<file path="src/hw/usart_cfg.svh">
`ifndef USART_CFG_SVH
`define USART_CFG_SVH

// system clock period in ns (20 MHz)
`define SYS_CLK_NS 50
// baud divisor width and range 0..4095
`define BAUD_W 12
// divisions per bit in the asynchronous modes, as last-state values
`define DIV_NORMAL_TOP 4'hF
`define DIV_DOUBLE_TOP 4'h7
// sample point inside an asynchronous bit
`define MID_NORMAL 4'h8
`define MID_DOUBLE 4'h4
// character size selection
`define SIZE_NINE 3'h7
`define SIZE_BASE 4'h5
`define SIZE_DEFAULT 4'h8
// parity mode field positions
`define PAR_EN_BIT 1
`define PAR_ODD_BIT 0
// idle line level
`define LINE_IDLE 1'b1
// receive buffer depth
`define RX_DEPTH 2'h2

`endif

</file>
<file path="src/hw/usart_pkg.sv">
package usart_pkg;

    typedef enum logic [1:0] {
        RX_IDLE = 2'h0,
        RX_DATA = 2'h1,
        RX_PAR = 2'h3,
        RX_STOP = 2'h2
    } rx_state_t;

    typedef struct packed {
        logic [2:0] char_size_sel;
        logic [1:0] parity_mode_sel;
        logic stop_bits_sel;
    } frame_cfg_t;

    typedef struct packed {
        logic frm_err;
        logic pe;
        logic [8:0] data;
    } rx_entry_t;

    typedef struct packed {
        logic [12:0] bits;
        logic [3:0] len;
    } frame_t;

    typedef struct packed {
        logic [11:0] cnt;
        logic xck;
        logic xoe;
        logic x1;
        logic x2;
        logic x3;
        logic [3:0] tpre;
        logic [12:0] tsh;
        logic [3:0] tleft;
        logic tbusy;
        logic [8:0] tbuf;
        logic tfull;
        logic txd;
        logic tdone;
        logic ract;
        logic [3:0] rph;
        rx_state_t rstate;
        logic [3:0] ridx;
        logic [8:0] rdat;
        logic rpar;
        rx_entry_t q0;
        rx_entry_t q1;
        logic [1:0] rcnt;
        logic rvalid;
        logic ovr;
    } state_t;

endpackage

</file>
<file path="src/hw/usart_core.sv">
`timescale 1ns/1ns
`include "usart_cfg.svh"
// Summary of operation
// - four clock modes; sync_mode_select picks asynchronous or synchronous.
// - in synchronous mode the clock pin direction picks master or slave clock.
// - transfer clock pin is used only in synchronous mode.
// - baud counter reloads at zero and when the low divisor byte is written.
// - one baud pulse per zero, rate is clock over divisor plus one.
// - bit rate divides baud pulses by 16, 8 or 2 in normal, double speed and sync master modes; slave follows the pin.
// - divisor is 12 bits, high nibble joined to low byte.
// - double speed acts only in asynchronous mode; software keeps it clear otherwise.
// - double speed makes the receiver use 8 samples per bit.
// - slave clock passes a sync register and edge detector, two cycles late.
// - synchronous receive samples on the edge opposite the transmit change edge.
// - polarity zero changes on rising and samples on falling, else reversed.
// - one start, 5 to 9 data, none/even/odd parity, 1 or 2 stops.
// - order is start, data lsb first, parity, stop bits.
// - after stops the line carries a new start bit or idles high.
// - transmitter and receiver share one frame format setting.
// - receiver checks only the first stop bit for the frame error.
// - parity is xor of data bits, inverted for odd.
// - one write buffer before the shifter allows gapless frames.
// - two-level receive buffer with frame, overrun and parity errors.
// - shifter loads the buffer when idle or right after the last stop bit.
// - software writes the ninth bit before the low data byte.
// - unused upper data bits are ignored for short characters.
module usart_core (
    // clock and reset
    input wire logic sys_clk,
    input wire logic rst_b,
    // mode and frame format
    input wire logic sync_mode_select,
    input wire logic double_speed,
    input wire logic xfer_clock_pin_dir,
    input wire logic sync_clock_polarity,
    input wire usart_pkg::frame_cfg_t frame_cfg,
    // baud divisor
    input wire logic [3:0] baud_divisor_high,
    input wire logic [7:0] baud_divisor_low,
    input wire logic baud_low_wr,
    // transmit side
    input wire logic [7:0] tx_data,
    input wire logic ninth_tx_bit,
    input wire logic tx_wr,
    output logic tx_buf_empty,
    output logic tx_done,
    // receive side
    input wire logic rx_rd,
    output logic [8:0] rx_data,
    output logic rx_valid,
    output logic frame_error_flag,
    output logic parity_error_flag,
    output logic overrun_flag,
    // serial pins
    output logic serial_tx_pin,
    input wire logic serial_rx_pin,
    input wire logic transfer_clock_pin_in,
    output logic transfer_clock_pin_out,
    output logic transfer_clock_pin_oe
);
    import usart_pkg::*;

    state_t st_reg;
    state_t st_next;

    function automatic logic [3:0] char_bits(input logic [2:0] sel);
        if (sel == `SIZE_NINE) begin
            char_bits = 4'h9;
        end else if (sel[2] == 1'b0) begin
            char_bits = `SIZE_BASE + {2'h0, sel[1:0]};
        end else begin
            char_bits = `SIZE_DEFAULT;
        end
    endfunction

    function automatic frame_t build_frame(input logic [8:0] d, input frame_cfg_t c);
        logic [3:0] n;
        logic p;
        frame_t f;
        n = char_bits(c.char_size_sel);
        p = c.parity_mode_sel[`PAR_ODD_BIT];
        f.bits = '1;
        f.bits[0] = 1'b0;
        for (int i = 0; i < 9; i++) begin
            if (i < int'(n)) begin
                f.bits[i + 1] = d[i];
                p = p ^ d[i];
            end
        end
        if (c.parity_mode_sel[`PAR_EN_BIT]) begin
            f.bits[n + 4'h1] = p;
        end
        f.len = n + 4'h2 + {3'h0, c.parity_mode_sel[`PAR_EN_BIT]} + {3'h0, c.stop_bits_sel};
        build_frame = f;
    endfunction

    logic sync_m;
    logic master_m;
    logic slave_m;
    logic tick;
    logic [3:0] top;
    logic [3:0] mid;
    logic xrise;
    logic xfall;
    logic chg_edge;
    logic smp_edge;
    logic tx_step;
    logic rx_smp;
    logic push;
    logic pop;
    logic [3:0] nbits;
    logic pen;
    rx_entry_t ent;
    frame_t fr;

    always_comb begin
        st_next = st_reg;
        st_next.tdone = 1'b0;
        sync_m = sync_mode_select;
        master_m = sync_m && xfer_clock_pin_dir;
        slave_m = sync_m && !xfer_clock_pin_dir;
        st_next.xoe = master_m;
        nbits = char_bits(frame_cfg.char_size_sel);
        pen = frame_cfg.parity_mode_sel[`PAR_EN_BIT];
        // baud down-counter
        tick = (st_reg.cnt == 12'h000);
        if (baud_low_wr) begin
            st_next.cnt = {baud_divisor_high, baud_divisor_low};
        end else if (tick) begin
            st_next.cnt = {baud_divisor_high, baud_divisor_low};
        end else begin
            st_next.cnt = st_reg.cnt - 12'h001;
        end
        // per-bit division, double speed only when asynchronous
        top = (double_speed && !sync_m) ? `DIV_DOUBLE_TOP : `DIV_NORMAL_TOP;
        mid = (double_speed && !sync_m) ? `MID_DOUBLE : `MID_NORMAL;
        // transfer clock: master toggles per baud pulse, slave is synchronised
        st_next.xck = master_m ? (st_reg.xck ^ tick) : 1'b0;
        st_next.x1 = transfer_clock_pin_in;
        st_next.x2 = st_reg.x1;
        st_next.x3 = st_reg.x2;
        if (master_m) begin
            xrise = tick && !st_reg.xck;
            xfall = tick && st_reg.xck;
        end else begin
            xrise = slave_m && st_reg.x2 && !st_reg.x3;
            xfall = slave_m && !st_reg.x2 && st_reg.x3;
        end
        chg_edge = sync_clock_polarity ? xfall : xrise;
        smp_edge = sync_clock_polarity ? xrise : xfall;
        // transmit prescaler
        if (!sync_m && tick) begin
            st_next.tpre = (st_reg.tpre == top) ? 4'h0 : st_reg.tpre + 4'h1;
        end
        tx_step = sync_m ? chg_edge : (tick && st_reg.tpre == top);
        // transmitter
        fr = build_frame(st_reg.tbuf, frame_cfg);
        if (tx_step) begin
            if (st_reg.tleft != 4'h0) begin
                st_next.txd = st_reg.tsh[0];
                st_next.tsh = {1'b1, st_reg.tsh[12:1]};
                st_next.tleft = st_reg.tleft - 4'h1;
            end else if (st_reg.tfull) begin
                st_next.txd = fr.bits[0];
                st_next.tsh = {1'b1, fr.bits[12:1]};
                st_next.tleft = fr.len - 4'h1;
                st_next.tfull = 1'b0;
                st_next.tbusy = 1'b1;
            end else begin
                st_next.txd = `LINE_IDLE;
                st_next.tdone = st_reg.tbusy;
                st_next.tbusy = 1'b0;
            end
        end
        if (tx_wr && !st_reg.tfull) begin
            st_next.tbuf = {ninth_tx_bit, tx_data};
            st_next.tfull = 1'b1;
        end
        // receiver clock recovery
        rx_smp = sync_m ? smp_edge : 1'b0;
        if (!sync_m && tick) begin
            if (!st_reg.ract) begin
                st_next.ract = !serial_rx_pin;
                st_next.rph = 4'h1;
            end else begin
                st_next.rph = (st_reg.rph == top) ? 4'h0 : st_reg.rph + 4'h1;
                rx_smp = (st_reg.rph == mid);
            end
        end
        // receive frame
        push = 1'b0;
        ent = '0;
        if (rx_smp) begin
            unique case (st_reg.rstate)
                RX_IDLE: begin
                    if (!serial_rx_pin) begin
                        st_next.rstate = RX_DATA;
                        st_next.ridx = 4'h0;
                        st_next.rdat = '0;
                        st_next.rpar = 1'b0;
                    end else begin
                        st_next.ract = 1'b0;
                    end
                end
                RX_DATA: begin
                    st_next.rdat[st_reg.ridx] = serial_rx_pin;
                    st_next.rpar = st_reg.rpar ^ serial_rx_pin;
                    st_next.ridx = st_reg.ridx + 4'h1;
                    if (st_reg.ridx == nbits - 4'h1) begin
                        st_next.rstate = pen ? RX_PAR : RX_STOP;
                    end
                end
                RX_PAR: begin
                    st_next.rpar = st_reg.rpar ^ serial_rx_pin
                        ^ frame_cfg.parity_mode_sel[`PAR_ODD_BIT];
                    st_next.rstate = RX_STOP;
                end
                RX_STOP: begin
                    push = 1'b1;
                    ent.frm_err = !serial_rx_pin;
                    ent.pe = pen && st_reg.rpar;
                    ent.data = st_reg.rdat;
                    st_next.rstate = RX_IDLE;
                    st_next.ract = 1'b0;
                end
            endcase
        end
        // two-level receive buffer
        pop = rx_rd && (st_reg.rcnt != 2'h0);
        if (pop) begin
            st_next.q0 = st_reg.q1;
            st_next.ovr = 1'b0;
        end
        if (push && st_reg.rcnt == `RX_DEPTH && !pop) begin
            st_next.ovr = 1'b1;
        end else if (push) begin
            if ((st_reg.rcnt - {1'b0, pop}) == 2'h0) begin
                st_next.q0 = ent;
            end else begin
                st_next.q1 = ent;
            end
        end
        st_next.rcnt = st_reg.rcnt + {1'b0, push && !(st_reg.rcnt == `RX_DEPTH && !pop)}
            - {1'b0, pop};
        st_next.rvalid = (st_next.rcnt != 2'h0);
    end

    always_ff @(posedge sys_clk or negedge rst_b) begin
        if (!rst_b) begin
            st_reg <= '0;
            st_reg.txd <= `LINE_IDLE;
        end else begin
            st_reg <= st_next;
        end
    end

    assign serial_tx_pin = st_reg.txd;
    assign transfer_clock_pin_out = st_reg.xck;
    assign transfer_clock_pin_oe = st_reg.xoe;
    assign tx_buf_empty = !st_reg.tfull;
    assign tx_done = st_reg.tdone;
    assign rx_data = st_reg.q0.data;
    assign rx_valid = st_reg.rvalid;
    assign frame_error_flag = st_reg.q0.frm_err;
    assign parity_error_flag = st_reg.q0.pe;
    assign overrun_flag = st_reg.ovr;
endmodule // usart_core

</file>
<file path="config.mk">
export PLATFORM = sky130hd
export DESIGN_NAME = usart_core
export DESIGN_NICKNAME = d
export VERILOG_FILES = /design/src/hw/usart_pkg.sv /design/src/hw/usart_core.sv
export VERILOG_INCLUDE_DIRS = /design/src /design/src/hw
export SDC_FILE = /design/constraint.sdc
export NUM_CORES = 1
export LEC_CHECK = 0
export BUFFER_PORTS_ARGS = -buffer_cell sky130_fd_sc_hd__buf_2
export CORE_MARGIN = 4
export CORE_UTILIZATION = 35
export CTS_CLUSTER_DIAMETER = 30
export CTS_CLUSTER_SIZE = 28
export DETAILED_ROUTE_END_ITERATION = 12
export GPL_ROUTABILITY_DRIVEN = 0
export SLEW_MARGIN = 20
export SYNTH_ARGS = -nofsm -noshare
export SYNTH_HDL_FRONTEND = slang
export SYNTH_SLANG_ARGS = --single-unit
</file>
<file path="constraint.sdc">
create_clock -name sys_clk -period 4.8 [get_ports sys_clk]
set_input_delay 0 -clock sys_clk [delete_from_list [all_inputs] [get_ports sys_clk]]
set_output_delay 0 -clock sys_clk [all_outputs]
set_load 0.03 [all_outputs]
</file>
# Word level (Yosys, flattened, before mapping)
# Cells that the tools add are included.
[classes] n_reduce_logical=47 n_div=0 order_cmp=13 mul=0 mux=75 n_shift=0 add_sub_neg=15 n_eq_ne=12 n_bitwise=15
[op_table] operator="2-to-1 mux 11 bit" n=5
[op_table] operator="2-to-1 mux 1 bit" n=44
[op_table] operator="2-to-1 mux 22 bit" n=2
[op_table] operator="2-to-1 mux 17 bit" n=2
[op_table] operator="2-to-1 mux 4 bit" n=7
[op_table] operator="case mux 13 bit (2 select lines)" n=1
[op_table] operator="2-to-1 mux 12 bit" n=2
[op_table] operator="logical AND 1 bit" n=20
[op_table] operator="adder 4 x 1 -> 4 bit, second input constant" n=4
[op_table] operator="== test 4 bit" n=4
[op_table] operator="less-than comparator 3 x 4 -> 1 bit, first input constant" n=4
[op_table] operator="2-to-1 mux 16 bit" n=1
[op_table] operator="bitwise mux 13 bit" n=1
[op_table] operator="2-to-1 mux 13 bit" n=1
[op_table] operator="zero test 12 bit" n=1
[op_table] operator="AND reduction 3 bit" n=4
[op_table] operator="nonzero test 2 bit" n=6
[op_table] operator="subtractor 12 x 1 -> 12 bit, second input constant" n=1
[op_table] operator="subtractor 4 x 1 -> 4 bit, second input constant" n=3
[op_table] operator="bitwise XOR 1 bit" n=12
[op_table] operator="less-than comparator 4 x 5 -> 1 bit, second input constant" n=2
[op_table] operator="bitwise mux 9 bit" n=1
[op_table] operator="zero test 1 bit" n=9
[op_table] operator="adder 4 x 1 -> 4 bit" n=2
[op_table] operator="25 further kinds" n=38
[word_totals] latchBits=0 ram_bits=0 rom_bits=0 reg_bits=98 out_inout_bits=18 inputBits=38 n_memories=0 word_cells=206

# Longest topological paths before layout
# Gate-level depths: netlist (run 1).
[logic_depth] depth_word=27 ltp_mapped=15 depth_no_buf=15

# Least setup slack after synthesis (run 1)
# OpenSTA, ideal clock, no wires.
[synth_path] path_kind="register to register" startpoint="register st_reg[86] (netlist name)" endpoint="register st_reg (netlist bit rx_valid)" required_time_ns=4.673 synth_period_minus_slack_ns=2.923 arrival_ns=2.796 setup_slack_ns=1.877 stages_incl_launch_ff=16 cell_sequence="dfrtp_1 > inv_1 > ha_1 > nor4b_4 > and3_2 > ha_1 > mux4_2 > nand2_1 > nand2_1 > o2111ai_1 > ha_1 > inv_1 > ha_1 > xnor2_1 > xnor2_1 > or2_2"
[synth_rtl] element="start, declared" line="usart_core.sv:63" rtl="state_t st_reg;"
[synth_rtl] element="start signal, assigned" line="usart_core.sv:253" rtl="st_reg <= st_next;"

# Worst setup path after layout (run 1)
[layout_path] startpoint="register st_reg[86] (netlist name)" endpoint="register st_reg[75] (netlist name)"
[layout_between] elab_chain_len=6
[layout_rtl] element="zero test 12 bit (*)" line="usart_core.sv:126" rtl="tick = (st_reg.cnt == 12'h000);"
[layout_rtl] element="logical AND 1 bit, on equally long branches" line="usart_core.sv:143, usart_core.sv:144"
[layout_rtl] element="2-to-1 mux 1 bit" line="usart_core.sv:142" rtl="if (master_m) begin"
[layout_rtl] element="2-to-1 mux 1 bit" line="usart_core.sv:149" rtl="chg_edge = sync_clock_polarity ? xfall : xrise;"
[layout_rtl] element="2-to-1 mux 1 bit (*)" line="usart_core.sv:155" rtl="tx_step = sync_m ? chg_edge : (tick && st_reg.tpre == top);"
[layout_rtl] element="AND reduction 2 bit (no source line) (*)"
# Mark *: on every way between the ends. The rest lies on a longest branch, timed or not.
# A chain may end at the register's enable or synchronous reset.

==> results of run 1 <==
critical path: cells and delay by family, from the launching register on:
kind | cells | cell delay (ps)
adder cells (fa/ha/maj) | 2 | 360
flip-flops | 1 | 410
multiplexers | 1 | 230
AND/OR/NAND/NOR | 3 | 640
buffers and inverters | 1 | 80
AO/OA/AOI/OAI | 4 | 1470
power by group:
group	internal [mW]	switching (mW)	total [mW]	leakage, nW
Sequential	1.01	0.181	1.19	1.21
Clock	0.381	0.292	0.673	0.131
Combinational	0.333	0.440	0.773	1.48
Total	1.72	0.913	2.64	2.82
how the worst min path moves through the flow:
stage	startpoint	to	slack, ps	cells after the start
2_1_floorplan	rst_b	frame_error_flag	-300	0
3_5_place_dp	rst_b	rx_data[0]	-1	1
3_3_place_gp	rst_b	rx_data[0]	-10	1
4_1_cts	baud_low_wr	st_reg[94]	90	3
6_report	sync_mode_select	transfer_clock_pin_out	110	3
5_1_grt	sync_mode_select	transfer_clock_pin_out	120	3
synthesized netlist by cell type (all sizes together), types with 7 or more instances:
master,number
xnor2,18
mux2i,14
nor2,39
xor2,8
dfrtp,97
a22oi,9
clkbuf,18
nor4,7
nand2,72
buf,15
nand2b,7
o21ai,53
nor2b,11
mux2,19
inv,26
nand3,14
ha,22
nor3,13
a21oi,21
cell type report:
class	instances	area (µm²)	share of cell area [%]
tap	188	235	3.72
timing repair buffer	87	597	9.44
multi-input combinational	398	2670	42.2
sequential	98	2450	38.8
inverter	27	101	1.60
clock buffer	16	272	4.29
routing by layer:
layer	track usage [%]	part of all wire, %
met4	5.20	1.4
met1	18.5	46
met2	23.3	48
met5	0	0
met3	3.13	4.3
cell families (layout without fill, tap and decap cells):
group / Yosys count / after routing
AND/OR/NAND/NOR: 184 / 184
multiplexers: 35 / 35
flip-flops: 98 / 98
adder cells (fa/ha/maj): 23 / 23
AO/OA/AOI/OAI: 129 / 129
XOR/XNOR: 27 / 27
buffers and inverters: 60 / 130
metrics by stage:
stage | instance area, µm² | instances | worst slack (ps) | util [%]
3_3_place_gp | 5740 | 767 | 1550 | 37.8
5_1_grt | 6320 | 814 | 1250 | 41.6
3_5_place_dp | 5740 | 767 | 1380 | 37.8
6_report | 6320 | 814 | 1530 | 41.6
4_1_cts | 6310 | 813 | 1370 | 41.5
2_1_floorplan | 5420 | 556 | 1880 | -
==> qor.csv, run 1 <==
stage,metric,value,unit
outcome,outcome,"finished, final reports clean",
detailed_routing,postRouteAntennaNets,0,
critical_path,cp-endpoint,st_reg[75],
floorplanning,coreArea,15200,µm²
global_route,antenna_found_initial,0,
critical_path,cp_cell_sequence,inv_1 > ha_1 > nor4b_4 > and3_2 > ha_1 > mux4_2 > nand2_1 > o31a_1 > a21oi_1 > o21ai_0 > o21ai_0,
final_layout,diodes,0,
critical_path,slowest_delay,780,ps
synth,synth_top_family_by_area,simple AND/OR/NAND/NOR gates,
global_route,overflow,0,
global_route,grt_pass1_vias,4251,
clock_tree,cts_buffers,9,
detailed_routing,post-route-drc-count,0,
placement,port_buffers,55,
critical_path,r2r_cells,11,
synth,synthMuxAreaShare,7.37,%
floorplanning,rows,45,
synth,synth_area_leader_cell,dfrtp_1,
pwr,leakagePower,2.82,nW
final_layout,largest_register_ffs,79,
synth,avgSynthCellArea,9.74,µm²
critical_path,crit_type,reg2reg,
clock_tree,cts_sinks,98,
sta,min_period,3270,ps
floorplanning,dieWidth,132,µm
sta,hold_viol,0,
sta,tns,0,ps
flow_run,maxCapViolations,0,
critical_path,reg2reg_to,st_reg[75],
final_layout,drive_above_1_share,17.4,%
clock_tree,hold_buffers,30,
clock_tree,clkLatencyLatePin,350,ps
pwr,fin_total_pwr,2.64,mW
synth,ys_types,64,
floorplanning,die_h,132,µm
synth,synth_compound_area_share,15.1,%
detailed_routing,post_drt_wl_per_cell,14.6,µm
synth,yosys_warnings,0,
synth,synthAdderAreaFrac,5.45,%
synth,syn_nets,617,
global_route,grt_usage,14.2,%
detailed_routing,viasPerCell,5.20,
sta,fin_skew,10.4,ps
pwr,vdd_drop_max,0.203,mV
sta,rsz0062_at_grt,false,
global_route,grt_max_degree,62,
critical_path,cp_slowest_cell,a21oi_1,
critical_path,critPathRequiredTime,5070,ps
detailed_routing,drtPass1Iterations,5,
placement,dpl.hpwl,8570,µm
final_layout,num-fill-cells,1518,
clock_tree,postCtsSetupRepairBufs,0,
critical_path,reg2reg_slack,1530,ps
critical_path,crit_path_max_fanout,17,
critical_path,reg2reg_from,st_reg[86],
synth,synth.cell_area,5420,µm²
sta,tightest_slew,885,ps
clock_tree,cts_buffer_depth,2,
final_layout,final_common_cell,dfrtp_1,
floorplanning,start_util,35.6,%
sta,hold_ws,110,ps
clock_tree,cts-root-buf,clkbuf_16,
sta,fmax,0.306,GHz
final_layout,syn_to_final_growth,16.8,%
synth,synth-xor-area-share,4.62,%
clock_tree,clkTransAtPathRegs,70,ps
synth,synth-seq-cells,98,
pwr,p_per_area,417,nW/µm²
floorplanning,io-pin-count,56,
global_route,grt_pass1_wl,20700,µm
sta,slew_violations,0,
min_path,hold_class,in2reg,
sta,relSlewSlack,41.0,%
synth,syn_inst,556,
critical_path,cp.arrival,3540,ps
clock_tree,tritoncts,yes,
sta,setup_violations,0,
final_layout,nets,682,
synth,ys_seq_area_share,45.3,%
detailed_routing,drtIter0Drc,234,
final_layout,layout_common_cells,"dfrtp_1, nand2_1, buf_2, o21ai_0, nor2_1",
critical_path,critPathLaunch,st_reg[86],
detailed_routing,totalWireLength,11900,µm
clock_tree,h-tree-depth,3,
critical_path,startpoint_type,register,
sta,fin_crit_sh,68.1,%
synth,synthTopCellsByArea,"dfrtp_1, ha_1, nand2_1",
clock_tree,cts-resized-gates,0,
detailed_routing,vias,4229,
floorplanning,die_area,17500,µm²
critical_path,cp-end-kind,register,
synth,synthArstFlopShare,100,%
synth,synth-simple-area-share,16.7,%
synth,netlist.area_leader.share,44.8,%
synth,synth_edf_count,0,
synth,synthFlopType,dfrtp_1,
Power figures use the tool's default switching activity.
==> run 2: changes to the inputs <==
==> constraint.sdc (replaced) <==
create_clock -name sys_clk -period 2.85 [get_ports sys_clk]
set_input_delay 0 -clock sys_clk [delete_from_list [all_inputs] [get_ports sys_clk]]
set_output_delay 0 -clock sys_clk [all_outputs]
set_load 0.03 [all_outputs]
==> run 2 against run 1 <==
Compared with the run above: non-clock buffer count is 33 higher; maximum frequency is 17% higher; first-iteration DRC count is 37% higher.
==> qor.csv, run 2 (same netlist as run 1, synthesis figures left out) <==
stage,metric,value,unit
critical_path,slowest_delay,430,ps
sta,layout_setup_ws,51.5,ps
clock_tree,clkTransAtPathRegs,70,ps
floorplanning,rows,45,
floorplanning,start_util,35.6,%
final_layout,fin_util,44.1,%
floorplanning,io-pin-count,56,
final_layout,num-fill-cells,1458,
sta,fin_crit_sh,98.2,%
flow_run,maxCapViolations,0,
critical_path,r2r_cells,14,
pwr,p_per_area,696,nW/µm²
sta,slew_violations,0,
critical_path,reg2reg_from,st_reg[87],
pwr,leakagePower,3.00,nW
floorplanning,coreArea,15200,µm²
detailed_routing,drtPass1Iterations,4,
critical_path,cp-endpoint,rx_valid,
sta,fmax,0.357,GHz
placement,dp.cells,795,
detailed_routing,postRouteAntennaNets,0,
final_layout,nets,715,
placement,dpl_worst_slack,-98.5,ps
clock_tree,clkLatencyLatePin,350,ps
final_layout,seq_area,2450,µm²
global_route,overflow,0,
sta,relSlewSlack,48.3,%
sta,setup_violations,0,
floorplanning,die_h,132,µm
final_layout,drive_above_1_share,23.8,%
critical_path,critPathLaunch,st_reg[87],
final_layout,layout_common_cells,"dfrtp_1, nand2_1, buf_2, o21ai_0, nor2_1",
min_path,hold_class,in2reg,
sta,rsz0062_at_grt,true,
critical_path,cp.arrival,3030,ps
sta,hold_ws,108,ps
critical_path,crit_cells,14,
global_route,grt_pass1_wl,20800,µm
detailed_routing,totalWireLength,12300,µm
floorplanning,dieWidth,132,µm
critical_path,critPathRequiredTime,3080,ps
critical_path,critPathTopFamily,simple AND/OR/NAND/NOR gates,
final_layout,diodes,0,
critical_path,reg2reg_to,rx_valid,
outcome,outcome,"finished, final reports clean",
detailed_routing,post_drt_wl_per_cell,14.5,µm
critical_path,cp-end-kind,register,
detailed_routing,viasPerCell,5.15,
critical_path,crit_path_max_fanout,2,
sta,fin_skew,7.41,ps
final_layout,syn_to_final_growth,23.7,%
sta,tns,0,ps
critical_path,reg2reg_slack,50,ps
clock_tree,cts_buffer_depth,2,
detailed_routing,vias,4363,
placement,dpl.hpwl,8720,µm
clock_tree,cts-root-buf,clkbuf_16,
critical_path,cp_slowest_cell,or4_4,
global_route,grt_usage,14.5,%
sta,min_period,2800,ps
detailed_routing,drtIter0Drc,321,
critical_path,cp_cell_sequence,inv_1 > ha_2 > nor4b_4 > buf_4 > nand3_2 > or4_4 > nand2_2 > o2111ai_2 > ha_1 > inv_1 > ha_2 > xnor2_2 > xnor2_1 > or2_4,
placement,port_buffers,55,
floorplanning,die_area,17500,µm²
global_route,antenna_found_initial,0,
final_layout,instances_no_fill,847,
sta,hold_viol,0,
global_route,grt_pass1_vias,4258,
critical_path,cp_num_buf_inv,3,
clock_tree,cts_sinks,98,
clock_tree,h-tree-depth,3,
clock_tree,tritoncts,yes,
detailed_routing,post-route-drc-count,0,
critical_path,startpoint_type,register,
final_layout,largest_register_ffs,79,
pwr,vdd_drop_max,0.391,mV
critical_path,crit_type,reg2reg,
final_layout,final_common_cell,dfrtp_1,
final_layout,fin_area,6700,µm²
clock_tree,cts_buffers,9,
global_route,grt_max_degree,53,
sta,tightest_slew,773,ps
pwr,fin_total_pwr,4.66,mW
final_layout,multi_input_area,2740,µm²
placement,postPlaceCellArea,6020,µm²
==> run 2: area by class of cell <==
cell class                      count  share of cell area, %
Clock inverter                      5                  0.822
Clock buffer                       11                   3.47
Multi-Input combinational cell    398                   40.9
Sequential cell                    98                   36.6
Inverter                           27                   1.51
Timing Repair Buffer              120                   13.1
Tap cell                          188                   3.51
==> run 2: per-layer routing <==
metal	share of wire [%]	vias up	global-route usage, %
met5	0	-	0
met4	2.0	0	5.89
met3	4.8	15	2.98
met2	47	104	23.3
met1	46	2103	19.3
li1	-	2141	-
==> run 2: worst min path at each step <==
stage | start | endpoint | slack, ps | cells after the start
2_1_floorplan | rst_b | frame_error_flag | -300 | 0
3_3_place_gp | rst_b | rx_data[2] | 60 | 1
3_5_place_dp | rst_b | st_reg[6] | 60 | 1
4_1_cts | baud_low_wr | st_reg[94] | 90 | 3
5_1_grt | baud_low_wr | st_reg[94] | 110 | 3
6_report | baud_low_wr | st_reg[94] | 110 | 3
==> run 2: worst min-delay path: stages <==
cell and delay [ps]:
buf_2 120, inv_1 100, o221a_2 200
==> run 2: where the power goes <==
group / total (mW) / internal (mW) / switching [mW]
sequential: 2.00 / 1.70 / 0.298
clock: 1.21 / 0.678 / 0.528
combinational: 1.46 / 0.670 / 0.790
total: 4.66 / 3.05 / 1.62
==> run 2: repair_timing <==
item / in CTS / in global routing
endpoints found under the setup margin: 10 / 6
hold buffers: 30 / 0
setup buffers: 5 / 1
resized for setup: 5 / 2
pin swaps: 7 / 2
endpoints found under the hold margin: 73 / 0
==> run 3: changes to the inputs <==
--- a/config.mk
+++ b/config.mk
@@ -8,11 +8,12 @@
 export LEC_CHECK = 0
 export BUFFER_PORTS_ARGS = -buffer_cell sky130_fd_sc_hd__buf_2
 export CORE_MARGIN = 4
-export CORE_UTILIZATION = 35
+export CORE_UTILIZATION = 54
 export CTS_CLUSTER_DIAMETER = 30
 export CTS_CLUSTER_SIZE = 28
 export DETAILED_ROUTE_END_ITERATION = 12
-export GPL_ROUTABILITY_DRIVEN = 0
+export GPL_ROUTABILITY_DRIVEN = 1
+export PLACE_DENSITY = 0.83
 export SLEW_MARGIN = 20
 export SYNTH_ARGS = -nofsm -noshare
 export SYNTH_HDL_FRONTEND = slang
==> run 3 against run 2 <==
Compared with the run above: the run now ends with negative setup slack left; clock power is 9% lower; register-to-register slack lost 100 ps; sequential power is essentially flat; combinational power about the same; cell count shrank 6.7%; global-route usage increased by 7.6 points; worst hold slack worse by 9.4 ps; power shrank 2.4%; maximum frequency down 3.5%; core utilization grew 23 points; critical endpoint unchanged; highest routed layer unchanged.
==> qor.csv, run 3 (same netlist as run 1, synthesis figures left out) <==
stage,metric,value,unit
outcome,outcome,"finished, violations left",
outcome,failed_checks,negative setup slack,
critical_path,cp_cell_sequence,inv_1 > ha_2 > nor4b_4 > buf_4 > nand3_2 > or4_4 > nand2_2 > o2111ai_2 > ha_1 > inv_1 > ha_2 > xnor2_2 > xnor2_1 > or2_4,
floorplanning,die_h,108,µm
sta,fin_skew,10.9,ps
floorplanning,rows,36,
detailed_routing,drtIter0Drc,324,
sta,fin_crit_sh,102,%
floorplanning,io-pin-count,56,
min_path,hold_class,in2reg,
final_layout,num-fill-cells,735,
flow_run,maxCapViolations,0,
floorplanning,dieWidth,108,µm
placement,dpl.hpwl,8530,µm
critical_path,critPathRequiredTime,3100,ps
placement,gp_congestion,0.856,
final_layout,drive_above_1_share,23.7,%
final_layout,diodes,0,
critical_path,crit_type,reg2reg,
sta,setup_violations,1,
final_layout,final_common_cell,dfrtp_1,
critical_path,cp_num_buf_inv,3,
sta,min_period,2900,ps
sta,tightest_slew,743,ps
critical_path,cp-end-kind,register,
placement,port_buffers,55,
detailed_routing,post-route-drc-count,0,
critical_path,reg2reg_slack,-50,ps
detailed_routing,vias,4494,
sta,rsz0062_at_grt,true,
global_route,overflow,0,
critical_path,crit_path_max_fanout,3,
global_route,grt_pass1_wl,20900,µm
global_route,grt_max_degree,60,
final_layout,fin_area,6570,µm²
detailed_routing,drtPass1Iterations,5,
sta,fmax,0.345,GHz
global_route,grt_pass1_vias,4410,
sta,relSlewSlack,50.5,%
final_layout,layout_common_cells,"dfrtp_1, nand2_1, buf_2, o21ai_0, nor2_1",
global_route,grt_usage,22.1,%
final_layout,largest_register_ffs,79,
placement,postPlaceCellArea,5950,µm²
floorplanning,die_area,11700,µm²
final_layout,nets,713,
pwr,leakagePower,2.97,nW
critical_path,cp.arrival,3160,ps
clock_tree,h-tree-depth,3,
critical_path,startpoint_type,register,
placement,dpl_worst_slack,-128,ps
critical_path,critPathTopFamily,simple AND/OR/NAND/NOR gates,
sta,hold_ws,98.5,ps
detailed_routing,post_drt_wl_per_cell,15.6,µm
detailed_routing,postRouteAntennaNets,0,
floorplanning,coreArea,9770,µm²
sta,layout_setup_ws,-51.4,ps
clock_tree,tritoncts,yes,
clock_tree,cts_buffer_depth,2,
clock_tree,cts-root-buf,clkbuf_8,
sta,slew_violations,0,
clock_tree,clkLatencyLatePin,360,ps
pwr,p_per_area,693,nW/µm²
sta,hold_viol,0,
clock_tree,cts_buffers,9,
detailed_routing,totalWireLength,12300,µm
pwr,fin_total_pwr,4.55,mW
critical_path,slowest_delay,440,ps
final_layout,syn_to_final_growth,21.3,%
global_route,antenna_found_initial,0,
detailed_routing,viasPerCell,5.69,
floorplanning,start_util,55.4,%
clock_tree,cts_sinks,98,
pwr,vdd_drop_max,0.365,mV
clock_tree,clkTransAtPathRegs,90,ps
critical_path,cp_slowest_cell,or4_4,
run 3: area by class of cell:
cell class / instances / area (µm²) / share of cell area (%)
flip-flops and latches: 98 / 2450 / 37.3
multi-input cells: 398 / 2740 / 41.7
inverters: 27 / 101 / 1.54
clock inverters: 4 / 97.6 / 1.48
well taps: 133 / 166 / 2.53
repair buffers: 118 / 855 / 13.0
clock buffers: 12 / 155 / 2.36
run 3: repair_timing:
| item | 4_1_cts | 5_1_grt |
|---|---|---|
| setup endpoints to repair | 12 | 25 |
| cloned | 0 | 0 |
| setup buffers | 2 | 1 |
| hold buffers | 30 | 0 |
| endpoints found under the hold margin | 84 | 0 |
| pin swaps | 8 | 3 |
| resized for setup | 5 | 4 |
run 3: power breakdown:
part	switching [mW]	total (mW)	internal (mW)	leakage [nW]
clock	0.469	1.10	0.632	0.123
sequential	0.305	2.00	1.70	1.21
combinational	0.804	1.45	0.647	1.64
total	1.58	4.55	2.97	2.97
run 3: final timing paths:
path                            cells after the start                endpoint        startpoint
worst max-delay path                               14                rx_valid        st_reg[86]
worst min-delay path                                3  transfer_clock_pin_out  sync_mode_select
worst max register to register                     14                rx_valid        st_reg[86]
worst min register to register                      0             st_next[81]       st_next[82]
max in group asynchronous                           3           serial_tx_pin             rst_b
min in group asynchronous                           2        frame_error_flag             rst_b
run 3: through the flow:
step                      TNS, ps  instances  utilization, %
final                       -51.4        790            67.2
after global routing         -186        790            67.2
after CTS                   -61.0        789            67.0
after detailed placement     -615        741            60.9
after global placement          0        741            60.9
after floorplan                 0        556               -
run 3: per-layer routing:
metal	vias up	routed length, µm	GRT usage [%]
met2	167	6100	35.8
li1	2136	-	-
met3	29	711	4.90
met4	0	271	8.39
met5	-	0	0
met1	2162	5210	29.1
run 3: tightest hold or removal path, stage by stage:
cell,delay [ps]
buf_2,150
and2_1,150
nor2b_1,120
